**config.mk**
```make
export PLATFORM = sky130hd
export DESIGN_NAME = smag_guard
export DESIGN_NICKNAME = d
export VERILOG_FILES = /design/src/smag_pkg.sv /design/src/smag_guard.sv /design/src/smag_fcd_mem.sv
export SDC_FILE = /design/constraint.sdc
export NUM_CORES = 1
export LEC_CHECK = 0
export BUFFER_PORTS_ARGS = -buffer_cell sky130_fd_sc_hd__buf_2
export CAP_MARGIN = 20
export CORE_UTILIZATION = 55
export DETAILED_ROUTE_END_ITERATION = 6
export PLACE_DENSITY = 0.76
export SLEW_MARGIN = 20
export SYNTH_ARGS = -nofsm -noshare
export SYNTH_HDL_FRONTEND = slang
export SYNTH_HIERARCHICAL = 1
export SYNTH_SLANG_ARGS = --single-unit
```
**constraint.sdc**
```tcl
create_clock -name clk_i -period 4.9 [get_ports clk_i]
set_clock_uncertainty 0.15 [all_clocks]
set_input_delay 0.49 -clock clk_i [delete_from_list [all_inputs] [get_ports clk_i]]
set_output_delay 0.49 -clock clk_i [all_outputs]
set_load 0.02 [all_outputs]
```
**src/smag_pkg.sv**
```systemverilog
// Constants and types for the peripheral control register access guard.
// Assumes an 8-bit register address space, 8-bit data, one controller clock.
package smag_pkg;
    // CPU modes
    typedef enum logic [1:0] {
        SMAG_SYSTEM,
        SMAG_USER,
        SMAG_TEST,
        SMAG_CLESS
    } smag_mode_e;

    localparam int SMAG_AW = 8;
    localparam int SMAG_DW = 8;
    localparam int SMAG_NREG = 16;          // Held registers at the base of the map
    localparam int SMAG_IW = 4;
    localparam int SMAG_NGRANT = 8;         // Grantable peripheral registers

    // Address map (register index = address)
    localparam logic [7:0] SMAG_CPU_LO = 8'h00;      // CPU core registers 0x00..0x03
    localparam logic [7:0] SMAG_CPU_HI = 8'h03;
    localparam logic [7:0] SMAG_MMU_LO = 8'h04;      // MMU configuration 0x04..0x07
    localparam logic [7:0] SMAG_MMU_HI = 8'h07;
    localparam logic [7:0] SMAG_SEG_PTR = 8'h04;     // Segment table pointer
    localparam logic [7:0] SMAG_SEG_EN = 8'h05;      // Segment enables
    localparam logic [7:0] SMAG_UGRANT = 8'h06;      // User grant bits
    localparam logic [7:0] SMAG_CGRANT = 8'h07;      // Contactless grant bits
    localparam logic [7:0] SMAG_PER_LO = 8'h08;      // Peripheral 0x08..0x0f
    localparam logic [7:0] SMAG_PER_HI = 8'h0f;
    localparam logic [7:0] SMAG_CLESS_PART = 8'h10;  // Fixed contactless partition
    localparam logic [7:0] SMAG_FCD_LO = 8'h20;      // Factory check data 0x20..0x27
    localparam logic [7:0] SMAG_FCD_HI = 8'h27;
    localparam int SMAG_FCD_N = 8;
    localparam int SMAG_FCD_IW = 3;

    // Reset values
    localparam logic [7:0] SMAG_REG_RST = 8'h00;
    localparam logic [7:0] SMAG_SEG_EN_RST = 8'h00;  // No segment usable
    localparam logic [7:0] SMAG_GRANT_RST = 8'h00;   // Nothing opened
    localparam logic [7:0] SMAG_CLESS_PART_VAL = 8'h80; // Fixed partition boundary
    localparam logic [7:0] SMAG_ZERO = 8'h00;
endpackage

```
**src/smag_guard.sv**
```systemverilog
// Access guard between the CPU core and its peripheral control registers.
// Assumes the CPU holds mode, address and strobes valid for one cycle per access;
// the factory phase input comes from the same clock domain, and the exception
// logic takes the one-cycle violation pulse at the next edge without polling.
`timescale 1ns/100ps

module smag_guard
    import smag_pkg::*;
(
    input wire logic clk_i,
    input wire logic rst_i,
    input wire logic [1:0] mode_i,
    input wire logic test_end_i,
    input wire logic rd_i,
    input wire logic wr_i,
    input wire logic [SMAG_AW-1:0] addr_i,
    input wire logic [SMAG_DW-1:0] wdata_i,
    output logic [SMAG_DW-1:0] rdata_o,
    output logic rvalid_o,
    output logic violation_o,
    output logic [SMAG_DW-1:0] seg_ptr_o,
    output logic [SMAG_DW-1:0] seg_en_o,
    output logic [SMAG_DW-1:0] cless_part_o
);
    // ********************************************************
    // Decode
    // ********************************************************
    // Decode results, held registers and answer state
    smag_mode_e mode;
    logic in_cpu, in_mmu, in_per, in_part, in_fcd;
    logic [SMAG_FCD_IW-1:0] per_idx;
    logic allow;
    logic acc;
    logic [SMAG_DW-1:0] regs [SMAG_NREG];
    logic [SMAG_DW-1:0] fcd_rdata;
    logic fcd_rd_q;
    logic [SMAG_DW-1:0] reg_rdata_q;
    logic reg_wr_ok;

    // Address map, one byte per address:
    //   CPU core registers, open in every mode
    //   MMU block: segment pointer, segment enables, user grants, contactless grants,
    //     reachable from system mode only
    //   Peripheral registers: system mode, or user/contactless mode with its grant bit
    //   Contactless partition: a read-only constant, never writable
    //   Factory check data: stored in test mode at the end of test, read back later
    //   Anything else is unmapped and always refused
    // Held register index is the low address bits inside the first sixteen bytes.
    // The mode field uses all four codes, so the cast below cannot yield a stray value.
    assign mode = smag_mode_e'(mode_i);
    // Region flags; the ranges are disjoint, so at most one of them is high
    assign acc = rd_i | wr_i;
    assign in_cpu = (addr_i >= SMAG_CPU_LO) && (addr_i <= SMAG_CPU_HI);
    assign in_mmu = (addr_i >= SMAG_MMU_LO) && (addr_i <= SMAG_MMU_HI);
    assign in_per = (addr_i >= SMAG_PER_LO) && (addr_i <= SMAG_PER_HI);
    assign in_part = (addr_i == SMAG_CLESS_PART);
    assign in_fcd = (addr_i >= SMAG_FCD_LO) && (addr_i <= SMAG_FCD_HI);
    assign per_idx = addr_i[SMAG_FCD_IW-1:0];

    // combinational decision
    // Hard-wired attribute table; only the grant bits vary
    // Grant bits are read as they stand before the edge, so a grant written by one
    // access governs the next access, never the one that writes it.
    always_comb begin
        allow = 1'b0;
        if (in_cpu) begin
            allow = 1'b1;
        end else if (in_mmu) begin
            allow = (mode == SMAG_SYSTEM);
        end else if (in_per) begin
            case (mode)
                SMAG_SYSTEM: allow = 1'b1;
                SMAG_USER: allow = regs[SMAG_UGRANT[SMAG_IW-1:0]][per_idx];
                SMAG_CLESS: allow = regs[SMAG_CGRANT[SMAG_IW-1:0]][per_idx];
                // Test mode reaches no peripheral register
                default: allow = 1'b0;
            endcase
        end else if (in_part) begin
            // readable, never writable
            // A read paired with a write counts as a write, so it is refused
            allow = rd_i && !wr_i;
        end else if (in_fcd) begin
            // store in test mode at end of test
            if (wr_i) begin
                // A read beside the write would be ambiguous; refuse the pair
                allow = (mode == SMAG_TEST) && test_end_i && !rd_i;
            end else begin
                // check in system or user mode
                allow = (mode == SMAG_SYSTEM) || (mode == SMAG_USER);
            end
        end
    end

    // ********************************************************
    // Register file
    // ********************************************************
    // One flop group per held register. Each entry answers to its own index only,
    // so a refused or unmapped write can never spill into a neighbour, and each
    // entry's reset value is fixed at elaboration.
    assign reg_wr_ok = wr_i && allow && (in_cpu || in_mmu || in_per);

    for (genvar g = 0; g < SMAG_NREG; g++) begin : g_reg
        localparam logic [SMAG_IW-1:0] IDX = SMAG_IW'(g);
        localparam logic [SMAG_DW-1:0] RST_VAL =
            (IDX == SMAG_SEG_EN[SMAG_IW-1:0]) ? SMAG_SEG_EN_RST :
            ((IDX == SMAG_UGRANT[SMAG_IW-1:0]) || (IDX == SMAG_CGRANT[SMAG_IW-1:0])) ?
            SMAG_GRANT_RST : SMAG_REG_RST;

        always_ff @(posedge clk_i or posedge rst_i) begin
            if (rst_i) begin
                regs[g] <= RST_VAL;
            end else if (reg_wr_ok && (addr_i[SMAG_IW-1:0] == IDX)) begin
                regs[g] <= wdata_i;
            end
        end
    end

    // Factory check data store
    // Its write enable already carries the guard's decision, so it stores blindly
    smag_fcd_mem u_fcd (
        .clk_i(clk_i),
        .rst_i(rst_i),
        .we_i(wr_i && allow && in_fcd),
        .addr_i(addr_i[SMAG_FCD_IW-1:0]),
        .wdata_i(wdata_i),
        .rdata_o(fcd_rdata)
    );

    // ********************************************************
    // Answers
    // ********************************************************
    // read answered next cycle
    // A combined read and write is treated as a write, so it gets no read answer
    always_ff @(posedge clk_i or posedge rst_i) begin
        if (rst_i) begin
            rvalid_o <= 1'b0;
        end else begin
            rvalid_o <= rd_i && !wr_i;
        end
    end

    always_ff @(posedge clk_i or posedge rst_i) begin
        if (rst_i) begin
            fcd_rd_q <= 1'b0;
        end else begin
            fcd_rd_q <= rd_i && allow && in_fcd;
        end
    end

    // refused reads give zero
    // Zero rather than a stale value, so a refused read leaks nothing
    always_ff @(posedge clk_i or posedge rst_i) begin
        if (rst_i) begin
            reg_rdata_q <= SMAG_ZERO;
        end else if (rd_i && allow && (in_cpu || in_mmu || in_per)) begin
            reg_rdata_q <= regs[addr_i[SMAG_IW-1:0]];
        end else if (rd_i && allow && in_part) begin
            reg_rdata_q <= SMAG_CLESS_PART_VAL;
        end else begin
            reg_rdata_q <= SMAG_ZERO;
        end
    end

    // The factory store already registers its read data, so the last step is a
    // pick between two flops; registering it again would cost a cycle of latency.
    assign rdata_o = fcd_rd_q ? fcd_rdata : reg_rdata_q;

    // violation flag pulse
    // Unmapped addresses count as refused too; the pulse lasts one cycle, so the
    // exception logic must take it at the next edge rather than poll for it.
    always_ff @(posedge clk_i or posedge rst_i) begin
        if (rst_i) begin
            violation_o <= 1'b0;
        end else begin
            violation_o <= acc && !allow;
        end
    end

    // Configuration seen by the memory management unit, one cycle behind the
    // register file so the unit only sees a value once the write has landed
    always_ff @(posedge clk_i or posedge rst_i) begin
        if (rst_i) begin
            seg_ptr_o <= SMAG_REG_RST;
            seg_en_o <= SMAG_SEG_EN_RST;
        end else begin
            seg_ptr_o <= regs[SMAG_SEG_PTR[SMAG_IW-1:0]];
            seg_en_o <= regs[SMAG_SEG_EN[SMAG_IW-1:0]];
        end
    end

    // partition hard-wired
    // No write path reaches this flop; it only restates the fixed boundary, and
    // it keeps the output a flop like every other output of the guard except rdata_o, a pick between two flops.
    always_ff @(posedge clk_i or posedge rst_i) begin
        if (rst_i) begin
            cless_part_o <= SMAG_CLESS_PART_VAL;
        end else begin
            cless_part_o <= SMAG_CLESS_PART_VAL;
        end
    end
endmodule

```
**src/smag_fcd_mem.sv**
```systemverilog
// Small memory holding the factory check data.
// Assumes writes are already qualified by the guard; read data registered.
`timescale 1ns/100ps
module smag_fcd_mem
    import smag_pkg::*;
(
    input wire logic clk_i,
    input wire logic rst_i,
    input wire logic we_i,
    input wire logic [SMAG_FCD_IW-1:0] addr_i,
    input wire logic [SMAG_DW-1:0] wdata_i,
    output logic [SMAG_DW-1:0] rdata_o
);
    logic [SMAG_DW-1:0] mem [SMAG_FCD_N];

    // Storage, cleared at reset so the contents start defined
    always_ff @(posedge clk_i or posedge rst_i) begin
        if (rst_i) begin
            for (int i = 0; i < SMAG_FCD_N; i++) begin
                mem[i] <= SMAG_ZERO;
            end
        end else if (we_i) begin
            mem[addr_i] <= wdata_i;
        end
    end

    // Registered read port
    always_ff @(posedge clk_i or posedge rst_i) begin
        if (rst_i) begin
            rdata_o <= SMAG_ZERO;
        end else begin
            rdata_o <= mem[addr_i];
        end
    end
endmodule

```
After elaboration in Yosys (flattened, before gate mapping). Index checks and enable logic that the tools add are counted.

Output and inout port bits: 34. Bits of input ports: 23. Bits in latches: 0. Word-level logic and storage cells: 128. Bits in registers: 227. Bits in read-only memories: 0. Bits in writable memories: 0. Memories: 0.

Multipliers: 0. Mux-type cells: 23. Bitwise gates (word level): 3. Divide/modulo/power cells: 0. $add $sub $neg: 0. Shift-type cells: 0. $lt $le $gt $ge: 12. Equal/unequal tests: 19. Reductions and logical operators: 40.

Operator list (number): 64-bit bitwise mux (1); 8-bit two-way mux (8); 8-bit binary-select mux with 4-bit select (1); 4-bit == test, second input constant (8); 1-bit logical AND (32); 8-bit binary-select mux with 3-bit select (1); 8-bit demux with 3-bit select (1); 4-bit by 3-bit == test with 1-bit output, second input constant (4); 4-bit by 2-bit == test with 1-bit output, second input constant (2); 8-bit by 5-bit == test with 1-bit output, second input constant (1); 8-bit by 1-bit >= comparator with 1-bit output, second input constant (1); 8-bit by 3-bit >= comparator with 1-bit output, second input constant (1); 8-bit by 4-bit >= comparator with 1-bit output, second input constant (1); 8-bit by 6-bit >= comparator with 1-bit output, second input constant (1); 8-bit by 2-bit less-or-equal comparator with 1-bit output, second input constant (1); 8-bit by 3-bit less-or-equal comparator with 1-bit output, second input constant (1); 8-bit by 4-bit less-or-equal comparator with 1-bit output, second input constant (1); 8-bit by 6-bit less-or-equal comparator with 1-bit output, second input constant (1); 1-bit two-way mux (8); 1-bit binary-select mux with 3-bit select (2); 5-bit >= comparator, second input constant (1); 4-bit NOT with 5-bit output (1); 2-bit == test, second input constant (2); 4-bit by 1-bit == test with 1-bit output, second input constant (1); 11 further kinds (15).

Depth between registers and ports, before layout. Gate-level depths: netlist (run 1).

Word-level depth: 13. Gate-level depth with buffers: 8.

By module. Netlist (run 1), hierarchy kept.

By module, submodules not included: smag_guard (times used 1, area each 7479.7 µm², cells an instance 459); smag_fcd_mem (times used 1, area each 3173.0 µm², cells an instance 179).

Least setup slack after synthesis (run 1). No wires, ideal clock.

Kind: input to register. Start: input port addr_i[3]. End: register u_fcd/mem[56] (netlist bit). Arrival time: 2.270 ns. Slack: 2.356 ns. Buffers on the path: 3. Cell stages on the path: 7. Required time: 4.625 ns. Setup time: 0.125 ns. Path through: clkbuf_1 buf_1 nor3_1 and3_1 buf_2 nor4b_4 mux2_2.

Cells in the longest elaborated chain, start to end: 9.

RTL lines: from (decl) (RTL line smag_guard.sv:16) `input wire logic [SMAG_AW-1:0] addr_i,`; 8-bit by 6-bit >= comparator with 1-bit output / 8-bit by 6-bit less-or-equal comparator with 1-bit output (equally long branches) (RTL line smag_guard.sv:57) `assign in_fcd = (addr_i >= SMAG_FCD_LO) && (addr_i <= SMAG_FCD_HI);`; 1-bit logical AND (RTL line smag_guard.sv:57); 1-bit two-way mux (RTL line smag_guard.sv:82) `end else if (in_fcd) begin`; 1-bit two-way mux (RTL line smag_guard.sv:78) `end else if (in_part) begin`; 1-bit two-way mux (RTL line smag_guard.sv:70) `end else if (in_per) begin`; 1-bit two-way mux (RTL line smag_guard.sv:68) `end else if (in_mmu) begin`; 1-bit two-way mux (RTL line smag_guard.sv:66) `if (in_cpu) begin`; 1-bit logical AND (RTL line smag_guard.sv:123) `.we_i(wr_i && allow && in_fcd),`; 1-bit logical AND * (RTL line smag_guard.sv:123); to (signal, indexed assignment) (RTL line smag_fcd_mem.sv:23) `mem[addr_i] <= wdata_i;`; to (decl) (RTL line smag_fcd_mem.sv:14) `logic [SMAG_DW-1:0] mem [SMAG_FCD_N];`.

Mark *: on every way between the ends. The rest lies on a longest branch, timed or not. A chain may end at the register's enable or synchronous reset.

Worst setup path after layout (run 1).
Start: input port addr_i[1]. End: register regs[26] (netlist bit).

Cells in the longest elaborated chain, start to end: 10.

RTL lines: 8-bit by 6-bit >= comparator with 1-bit output / 8-bit by 6-bit less-or-equal comparator with 1-bit output (equally long branches) (RTL line smag_guard.sv:57); 1-bit logical AND (RTL line smag_guard.sv:57); 1-bit two-way mux (RTL line smag_guard.sv:82); 1-bit two-way mux (RTL line smag_guard.sv:78); 1-bit two-way mux (RTL line smag_guard.sv:70); 1-bit two-way mux (RTL line smag_guard.sv:68); 1-bit two-way mux (RTL line smag_guard.sv:66); 1-bit logical AND (2 in a row) (RTL line smag_guard.sv:100) `assign reg_wr_ok = wr_i && allow && (in_cpu || in_mmu || in_per);`; 1-bit logical AND * (RTL line smag_guard.sv:112) `end else if (reg_wr_ok && (addr_i[SMAG_IW-1:0] == IDX)) begin`; to (signal, indexed assignment) (RTL line smag_guard.sv:113) `regs[g] <= wdata_i;`; to (decl) (RTL line smag_guard.sv:34) `logic [SMAG_DW-1:0] regs [SMAG_NREG];`.

Mark *: on every way between the ends. The rest lies on a longest branch, timed or not. The select of a mux whose other input is x is not followed.

==> results of run 1 <==
==> per-layer routing <==
metal / global-route usage / up-vias / wire length [um]
met5: 0 / - / 13
met4: 0.06579 / 2 / 553
met3: 0.04484 / 39 / 1529
met2: 0.3854 / 177 / 10980
met1: 0.3568 / 3152 / 9865
li1: - / 2472 / -
==> power groups by stage <==
stage	clock network, mW	registers [mW]	logic, mW
3_3_place_gp	0	1.99	0.265
2_1_floorplan	0	1.99	0.193
6_report	1.82	1.96	0.272
5_1_grt	1.92	1.96	0.295
4_1_cts	1.84	1.96	0.275
3_5_place_dp	0	1.99	0.274
==> cell usage in the layout (no fill, tap or decap), types with 2 or more instances in the layout <==
| master | n |
|---|---|
| nand4b_2 | 3 |
| clkbuf_16 | 25 |
| nor2_1 | 6 |
| nand3_1 | 2 |
| nor2b_1 | 4 |
| nand4_2 | 2 |
| clkinv_2 | 4 |
| nand2_1 | 7 |
| and3_1 | 16 |
| mux2_4 | 56 |
| buf_2 | 47 |
| o31ai_4 | 8 |
| mux4_2 | 52 |
| mux4_1 | 4 |
| a21oi_1 | 3 |
| nor3_1 | 3 |
| nor3b_1 | 2 |
| mux2_2 | 152 |
| buf_4 | 8 |
| clkinvlp_4 | 5 |
| clkbuf_8 | 4 |
| nand4_1 | 2 |
| clkinv_4 | 2 |
| and4_1 | 3 |
| mux2i_1 | 8 |
| o31a_1 | 2 |
| and4bb_2 | 2 |
| dfrtp_1 | 227 |
| conb_1 | 8 |
==> per-stage QoR <==
stage          hold slack (ns)  total power [mW]
3_5_place_dp            0.2354             2.266
4_1_cts                 0.1503             4.070
3_3_place_gp            0.2320             2.252
2_1_floorplan           0.2145             2.181
6_report              -0.01038             4.049
5_1_grt                0.06844             4.174
==> final cells by class <==
type                            instances  area share
Clock inverter                         13    0.009638
Timing Repair Buffer                   55     0.02499
Multi-Input combinational cell        364      0.3976
Clock buffer                           30     0.05793
Tap cell                              260     0.02754
Inverter                                2    0.001271
Sequential cell                       227      0.4808
Antenna cell                            1   0.0002118
==> state kept, by name, indices dropped and copies added, names as in the netlist <==
signal and count:
u_fcd/mem 64, rvalid_o 1, reg_rdata_q 8, violation_o 1
seg_ptr_o 8, fcd_rd_q 1, u_fcd/rdata_o 8, seg_en_o 8
regs 128
==> path summary, 6_finish.rpt <==
path,startpoint,endpoint,slack [ns],cells past startpoint
min in group clk_i,wr_i,rvalid_o$_DFF_PP0_,0.17,2
hold / removal,rst_i,regs[40]$_DFFE_PP0P_,-0.01,2
hold reg to reg,regs[91]$_DFFE_PP0P_,seg_ptr_o[3]$_DFF_PP0_,0.25,0
setup reg to reg,regs[66]$_DFFE_PP0P_,regs[26]$_DFFE_PP0P_,2.12,6
max in group asynchronous,rst_i,regs[105]$_DFFE_PP0P_,3.57,3
setup / recovery,addr_i[1],regs[26]$_DFFE_PP0P_,1.74,6
==> worst reg2reg max path, cell delays in order, from the launching register on <==
cell       delay [ns]
dfrtp_1          0.37
mux2i_1          0.09
a22o_1           0.28
a2111oi_4        0.57
buf_4            0.34
o31a_1           0.44
mux2_2           0.40
==> logic make-up (layout without fill, tap and decap cells) <==
group	Yosys count	after routing	share of synthesized area
compound gates	22	22	0.02854
buf+inv	53	100	0.02795
flops	227	227	0.5332
mux	272	272	0.3669
other cells	2	9	0.0007050
simple gates	62	62	0.04264
==> impl_metrics.csv, run 1 <==
group,metric,value,unit
synthesis,yosys_warnings,6,
sta,hold-worst-slack,-0.01038,ns
layout,seq_area,5680,sq um
die,die_w,141.2,um
layout,utilization,0.6274,
place,port-buffer-count,48,
global_route,first_global_vias,6223,
run,cap_violations,0,
synthesis,synth_top_area_cell,"dfrtp_1",
global_route,grt_remaining_overflow,0,
sta,postLayoutSetupSlackWorst,1.744,ns
routing,ant_nets,0,
critical_path,cp-end-kind,"flip-flop",
run_status,violations,"hold timing",
die,ioPinCount,57,
synthesis,synth_edf_count,0,
cts,htree_levels,1,
cts,cts.clk_slew.worst_paths,0.06,ns
place,globalplace.congestion,0.7970,
cts,clock-sinks,227,
die,dieArea,19930,sq um
place,place_inst,908,
power,p_per_area,342.7,nW/um^2
critical_path,path_delay_family,"simple AND/OR/NAND/NOR gates",
cts,cts_buffers,25,
routing,drc,0,
layout,finalNonFillerCells,952,
synthesis,synth_seq_area_share,0.5332,
critical_path,critical_path.startpoint_type,"input pin",
critical_path,cp.required,5.14,ns
cts,cts-root-buf,"clkbuf_16",
synthesis,avgSynthCellArea,16.70,sq um
power,irDropWorstVdd,230.9,uV
sta,worstMarginPinSlew,0.9963,ns
synthesis,synth_top_area_frac,0.5332,
routing,wl_per_cell,24.10,um
routing,vias,5842,
sta,timing.final.crit_share,0.6440,
routing,drtIter0Drc,330,
sta,finalSetupViolations,0,
cts,clk_latency,0.53,ns
sta,finalHoldViolCount,2,
cts,post_cts_resized,0,
synthesis,syn_area,10650,sq um
power,p_sw,0.9597,mW
global_route,antenna_found_initial,2,
routing,routed_via_density,6.137,
die,die_y,141.2,um
critical_path,slowest_stage,"and4b_1",
global_route,track_usage,0.2461,
sta,rsz0062_at_grt,"false",
global_route,grt_pass1_wl,37.12,mm
die,core,18830,sq um
synthesis,yosysMostFrequentCell,"dfrtp_1",
critical_path,cp_max_fo,34,
place,detailedPlace.worstSlack,1.230,ns
cts,cts_tree,"built",
die,initial_core_util,0.5657,
sta,setup_tns,0,ns
critical_path,cp_cell_sequence,"buf_2, and2b_1, a32oi_1, and4b_1, o31a_1, mux2_2",
power,pwr-share-clk,0.449,
synthesis,ys_ff_latch,227,
layout,multi_input_area,4697,sq um
power,pwr-share-seq,0.484,
die,rows,50,
layout,post-route-cell-area,11810,sq um
sta,post-route-min-period,3.156,ns
cts,clock_tree.buffer_depth,3,
sta,slew_viol_final,0,
worst_hold_path,hp-class,"in -> async",
synthesis,synth_cell_types,47,
global_route,grt_max_degree,120,
power,swShare,0.2370,
place,placed_area,11010,sq um
synthesis,synthTopCellsByArea,"dfrtp_1, mux2_2, mux4_2",
sta,relSlewSlack,0.3353,
routing,wirelength,22.94,mm
cts,cts_hold_buffers,0,
run_status,status,"finished, violations left",
synthesis,async_flop_share,1.000,
layout,nets,698,
synthesis,ys.flop_type,"dfrtp_1",
critical_path,worstSetupPathType,"in -> reg",
power,power_frac_comb,0.067,
layout,drive_gt1_frac,0.5499,
synthesis,synth_common_cells,"dfrtp_1, mux2_2, mux2_4",
routing,drt_pass1_iterations,4,
critical_path,critPathMaxStageDelay,0.87,ns
synthesis,synthCells,638,
power,internal_power,3.089,mW
layout,nFillCells,1334,
critical_path,critPathArrivalTime,3.40,ns
place,dp_hpwl,14.67,mm
sta,max_freq,316.9,MHz
layout,area_delta_synth_final,10.90,%
cts,cts_setup_buffers,0,
critical_path,path_buf_inv,1,
power,p_leak,5.935,nW
Note: power is estimated with default switching activity, not from simulation.
==> run 2: changes to the inputs <==
- CORE_UTILIZATION: 55 -> 61
- PLACE_DENSITY: 0.76 -> 0.8
- clock period: 4.9 -> 3.1 ns (I/O delays scaled with it)
==> run 2 against run 1 <==
Effect of this change:
- the flow now finishes without violations
- sequential share of layout area decreased by 0.41 points
- global-route usage increased by 3.3 points
- sequential cell count unchanged
- die area decreased by 9.7%
- worst hold slack improved by 0.032 ns
- via count increased by 2.3%
- clock-buffer cell count increased by 3
- sequential power increased by 58%
==> impl_metrics.csv, run 2 (synthesis gave the netlist of run 1 again) <==
group,metric,value,unit
layout,antenna_cells,0,
routing,drc,0,
layout,nets,710,
die,ioPinCount,57,
run,cap_violations,0,
cts,clock_tree.buffer_depth,3,
cts,clk_latency,0.52,ns
die,core,16820,sq um
critical_path,critical_path.startpoint_type,"input pin",
critical_path,cp.required,3.34,ns
cts,post_cts_resized,0,
routing,vias,5974,
sta,timing.final.crit_share,0.9618,
global_route,grt_pass1_wl,37.81,mm
place,port-buffer-count,48,
sta,worstMarginPinSlew,0.9661,ns
layout,layout_commonest_cell,"dfrtp_1",
global_route,antenna_found_initial,2,
global_route,grt_use_met3,0.04800,
die,rows,47,
run_status,status,"complete, no violations",
routing,routed_via_density,6.465,
sta,slew_viol_final,0,
die,die_w,134.2,um
layout,largest_reg_flops,128,
layout,nFillCells,1066,
routing,ant_nets,0,
place,globalplace.congestion,0.8789,
global_route,track_usage,0.2792,
layout,drive_gt1_frac,0.5483,
critical_path,cp-end-kind,"flip-flop",
layout,multi_input_area,4697,sq um
critical_path,critPathArrivalTime,3.22,ns
global_route,use_met1,0.3891,
global_route,first_global_vias,6521,
sta,rsz0062_at_grt,"false",
layout,final_cell_mix,"dfrtp_1, mux2_2, mux2_4",
worst_hold_path,hp-class,"in -> reg",
sta,post-route-min-period,2.982,ns
routing,drtIter0Drc,448,
routing,drt_pass1_iterations,4,
sta,finalSetupViolations,0,
global_route,grt_busiest_layer,"met2",
routing,wl_per_cell,25.67,um
cts,clock-sinks,227,
layout,area_delta_synth_final,11.86,%
cts,htree_levels,1,
global_route,grt_remaining_overflow,0,
sta,finalHoldViolCount,0,
critical_path,cp_max_fo,8,
cts,cts_setup_buffers,0,
layout,regMostFlops,"regs",
cts,cts.clk_slew.worst_paths,0.07,ns
cts,cts_tree,"built",
global_route,grt_max_degree,69,
die,dieArea,18000,sq um
sta,relSlewSlack,0.3546,
place,place_inst,877,
layout,reg_top3,"regs (128), u_fcd/mem (64)",
place,dp_hpwl,15.17,mm
die,initial_core_util,0.6334,
routing,wirelength,23.72,mm
power,p_leak,6.022,nW
sta,setup_tns,0,ns
layout,seq_area,5680,sq um
power,irDropWorstVdd,405.7,uV
global_route,grt_use_met2,0.4491,
cts,cts_hold_buffers,4,
layout,utilization,0.7085,
cts,cts_buffers,24,
critical_path,worstSetupPathType,"in -> reg",
layout,finalNonFillerCells,924,
die,die_y,134.2,um
cts,cts-root-buf,"clkbuf_16",
sta,max_freq,335.4,MHz
power,p_per_area,537.3,nW/um^2
==> run 2: cell count changes in the layout (fill, tap and decap cells not counted) <==
cell           previous run  this run
clkbuf_1                  1         4
inv_8                     1         0
clkinv_4                  2         1
clkinv_2                  4         6
clkinv_8                  0         1
buf_12                    0         4
dlygate4sd3_1             0         4
inv_6                     1         0
bufinv_16                 1         2
clkbuf_16                25        24
clkinvlp_4                5         1
buf_4                     8        13
diode_2                   1         0
clkbuf_8                  4         5
==> run 2: critical path, cell delays in order <==
cell and delay (ns):
dlygate4sd3_1 0.53, buf_2 0.15, nor4_4 0.43, nand4_2 0.20, a2111oi_4 0.61, o311a_1 0.57, mux2_2 0.41
==> run 2: metrics by stage <==
stage          hold slack [ns]  total power, mW  setup WS (ns)  cell area [sq um]
5_1_grt                0.03408            6.608        0.05542              11920
2_1_floorplan           0.2145            3.448         0.6811              10680
3_3_place_gp           0.06584            3.568         0.2889              11080
6_report               0.02210            6.403         0.1183              11920
4_1_cts               0.004528            6.450         0.1843              11920
3_5_place_dp           0.07036            3.592         0.1784              11080
==> run 2: routing by layer <==
metal,vias to the layer above,share of wire
li1,2502,-
met3,62,0.055
met1,3193,0.43
met4,2,0.032
met5,-,0.00038
met2,215,0.49
==> run 2: area by class of cell <==
type,count,share of cell area
flip-flops and latches,227,0.4767
multi-input cells,364,0.3942
clock buffers,33,0.05743
repair buffers,68,0.03801
well taps,220,0.02310
clock inverters,10,0.009660
inverters,2,0.0009450
==> run 2: final timing paths <==
path                            depth (start not counted)                   endpoint                 start  slack, ns
max in group asynchronous                               4       regs[69]$_DFFE_PP0P_                 rst_i       1.54
min in group asynchronous                               3  u_fcd/mem[44]$_DFFE_PP0P_                 rst_i       0.08
worst max register to register                          5       regs[69]$_DFFE_PP0P_  regs[67]$_DFFE_PP0P_       0.53
worst min register to register                          0     seg_ptr_o[3]$_DFF_PP0_  regs[91]$_DFFE_PP0P_       0.25
worst max-delay path                                    7       regs[69]$_DFFE_PP0P_             addr_i[7]       0.12
worst min-delay path                                    2   reg_rdata_q[1]$_DFF_PP0_                  rd_i       0.02
==> run 2: power breakdown <==
part	internal, mW	switching (mW)
combinational	0.187	0.260
sequential	3.05	0.0491
clock	1.71	1.15
==> run 3: changes to the inputs <==
- CELL_PAD_IN_SITES_DETAIL_PLACEMENT: default -> 1
- CELL_PAD_IN_SITES_GLOBAL_PLACEMENT: default -> 1
- CORE_UTILIZATION: 61 -> 53
- PLACE_DENSITY: 0.8 -> default
- PLACE_DENSITY_LB_ADDON: default -> 0.1
==> run 3 against run 2 <==
Effect of this change:
- final cell count up 5.6%
- clock power up 2%
- sequential cell count unchanged
- highest routed layer is now met4
- largest cell class unchanged
- critical path type unchanged
- cell area up 0.85%
- fmax up 3.6%
- worst setup slack better by 0.10 ns
- routed wire length up 8.5%
- non-clock buffer count up 5
- via count down 1.8%
==> impl_metrics.csv, run 3 (synthesis gave the netlist of run 1 again) <==
group,metric,value,unit
run_status,status,"complete, no violations",
sta,worstMarginPinSlew,0.8089,ns
layout,antenna_cells,0,
place,place_inst,926,
sta,setup_tns,0,ns
routing,wl_per_cell,26.38,um
power,p_per_area,539.9,nW/um^2
cts,clock_tree.buffer_depth,3,
cts,clk_latency,0.53,ns
layout,reg_top3,"regs (128), u_fcd/mem (64)",
layout,drive_gt1_frac,0.5499,
global_route,grt_max_degree,90,
place,port-buffer-count,48,
layout,utilization,0.6135,
run,cap_violations,0,
critical_path,critical_path.startpoint_type,"input pin",
critical_path,cp_max_fo,8,
routing,ant_nets,0,
layout,regMostFlops,"regs",
global_route,grt_pass1_wl,40.58,mm
die,die_w,143.8,um
layout,layout_commonest_cell,"dfrtp_1",
sta,postLayoutSetupSlackWorst,0.2221,ns
cts,cts_buffers,25,
cts,cts_tree,"built",
global_route,use_met1,0.3822,
worst_hold_path,hp-class,"in -> reg",
power,irDropWorstVdd,403.1,uV
cts,cts-root-buf,"clkbuf_16",
routing,wirelength,25.75,mm
global_route,grt_use_met3,0.04732,
sta,max_freq,347.5,MHz
global_route,grt_remaining_overflow,0,
die,rows,51,
cts,clock-sinks,227,
sta,slew_viol_final,0,
layout,largest_reg_flops,128,
critical_path,worstSetupPathType,"in -> reg",
die,dieArea,20670,sq um
global_route,first_global_vias,6482,
die,ioPinCount,57,
routing,drt_pass1_iterations,4,
die,core,19590,sq um
sta,relSlewSlack,0.4600,
layout,nFillCells,1764,
routing,drc,0,
layout,finalNonFillerCells,976,
layout,area_delta_synth_final,12.81,%
layout,nets,716,
sta,timing.final.crit_share,0.9283,
routing,routed_via_density,6.010,
sta,post-route-min-period,2.878,ns
place,dp_hpwl,16.68,mm
global_route,grt_use_met2,0.4246,
global_route,track_usage,0.2695,
sta,rsz0062_at_grt,"false",
routing,drtIter0Drc,254,
layout,final_cell_mix,"dfrtp_1, mux2_2, mux2_4",
cts,cts.clk_slew.worst_paths,0.06,ns
routing,vias,5866,
global_route,antenna_found_initial,0,
critical_path,cp.required,3.36,ns
die,initial_core_util,0.5438,
power,p_leak,6.050,nW
place,detailedPlace.worstSlack,0.2521,ns
global_route,grt_busiest_layer,"met2",
place,globalplace.congestion,0.8513,
die,die_y,143.8,um
sta,finalHoldViolCount,0,
critical_path,cp-end-kind,"flip-flop",
sta,finalSetupViolations,0,
critical_path,r2r_slack,0.58,ns
cts,htree_levels,1,
critical_path,critPathArrivalTime,3.14,ns
## run 3: area by class of cell
type / instances / area (sq um) / area share
multi-input combinational: 364 / 4703 / 0.3914
clock buffer: 35 / 703.2 / 0.05851
inverter: 2 / 11.26 / 0.0009370
tap: 265 / 331.6 / 0.02759
timing repair buffer: 73 / 480.5 / 0.03998
sequential: 227 / 5680 / 0.4727
clock inverter: 10 / 107.6 / 0.008954
## run 3: path summary, 6_finish.rpt
path	from	to	cells past startpoint
hold / removal	addr_i[6]	reg_rdata_q[7]$_DFF_PP0_	3
setup reg to reg	regs[77]$_DFFE_PP0P_	regs[39]$_DFFE_PP0P_	6
max in group asynchronous	rst_i	seg_en_o[6]$_DFF_PP0_	4
hold reg to reg	regs[90]$_DFFE_PP0P_	seg_ptr_o[2]$_DFF_PP0_	0
min in group asynchronous	rst_i	regs[37]$_DFFE_PP0P_	3
setup / recovery	wr_i	u_fcd/mem[58]$_DFFE_PP0P_	7
## run 3: report_power, final
part	switching [mW]	internal, mW	total, mW	leakage, nW
Combinational	0.268	0.188	0.456	2.50
Sequential	0.0488	3.05	3.10	3.15
Clock	1.19	1.75	2.93	0.405
## run 3: critical path: stages
cell and delay [ns]:
dlygate4sd3_1 0.55, buf_2 0.18, or2_2 0.28, a21oi_1 0.27
and3_1 0.44, nor4b_4 0.70, mux2_2 0.41
## run 3: layer usage
| metal | vias up | share of wire |
|---|---|---|
| met3 | 47 | 0.048 |
| met4 | 0 | 0.029 |
| met5 | - | 0 |
| li1 | 2515 | - |
| met2 | 137 | 0.48 |
| met1 | 3167 | 0.45 |
## run 3: per-stage QoR
step / power (mW) / area [sq um] / hold slack (ns)
6_report: 6.488 / 12020 / 0.01435
2_1_floorplan: 3.448 / 10680 / 0.2145
3_3_place_gp: 3.584 / 11160 / 0.2333
5_1_grt: 6.715 / 12020 / 0.02008
3_5_place_dp: 3.606 / 11160 / 0.2396
4_1_cts: 6.557 / 12020 / 0.0002621
## run 3: timing repair
item / 4_1_cts / 5_1_grt
resized for setup: 0 / 0
buffers inserted: 0 / 0
hold buffers: 5 / 0
hold endpoints to repair: 68 / 0
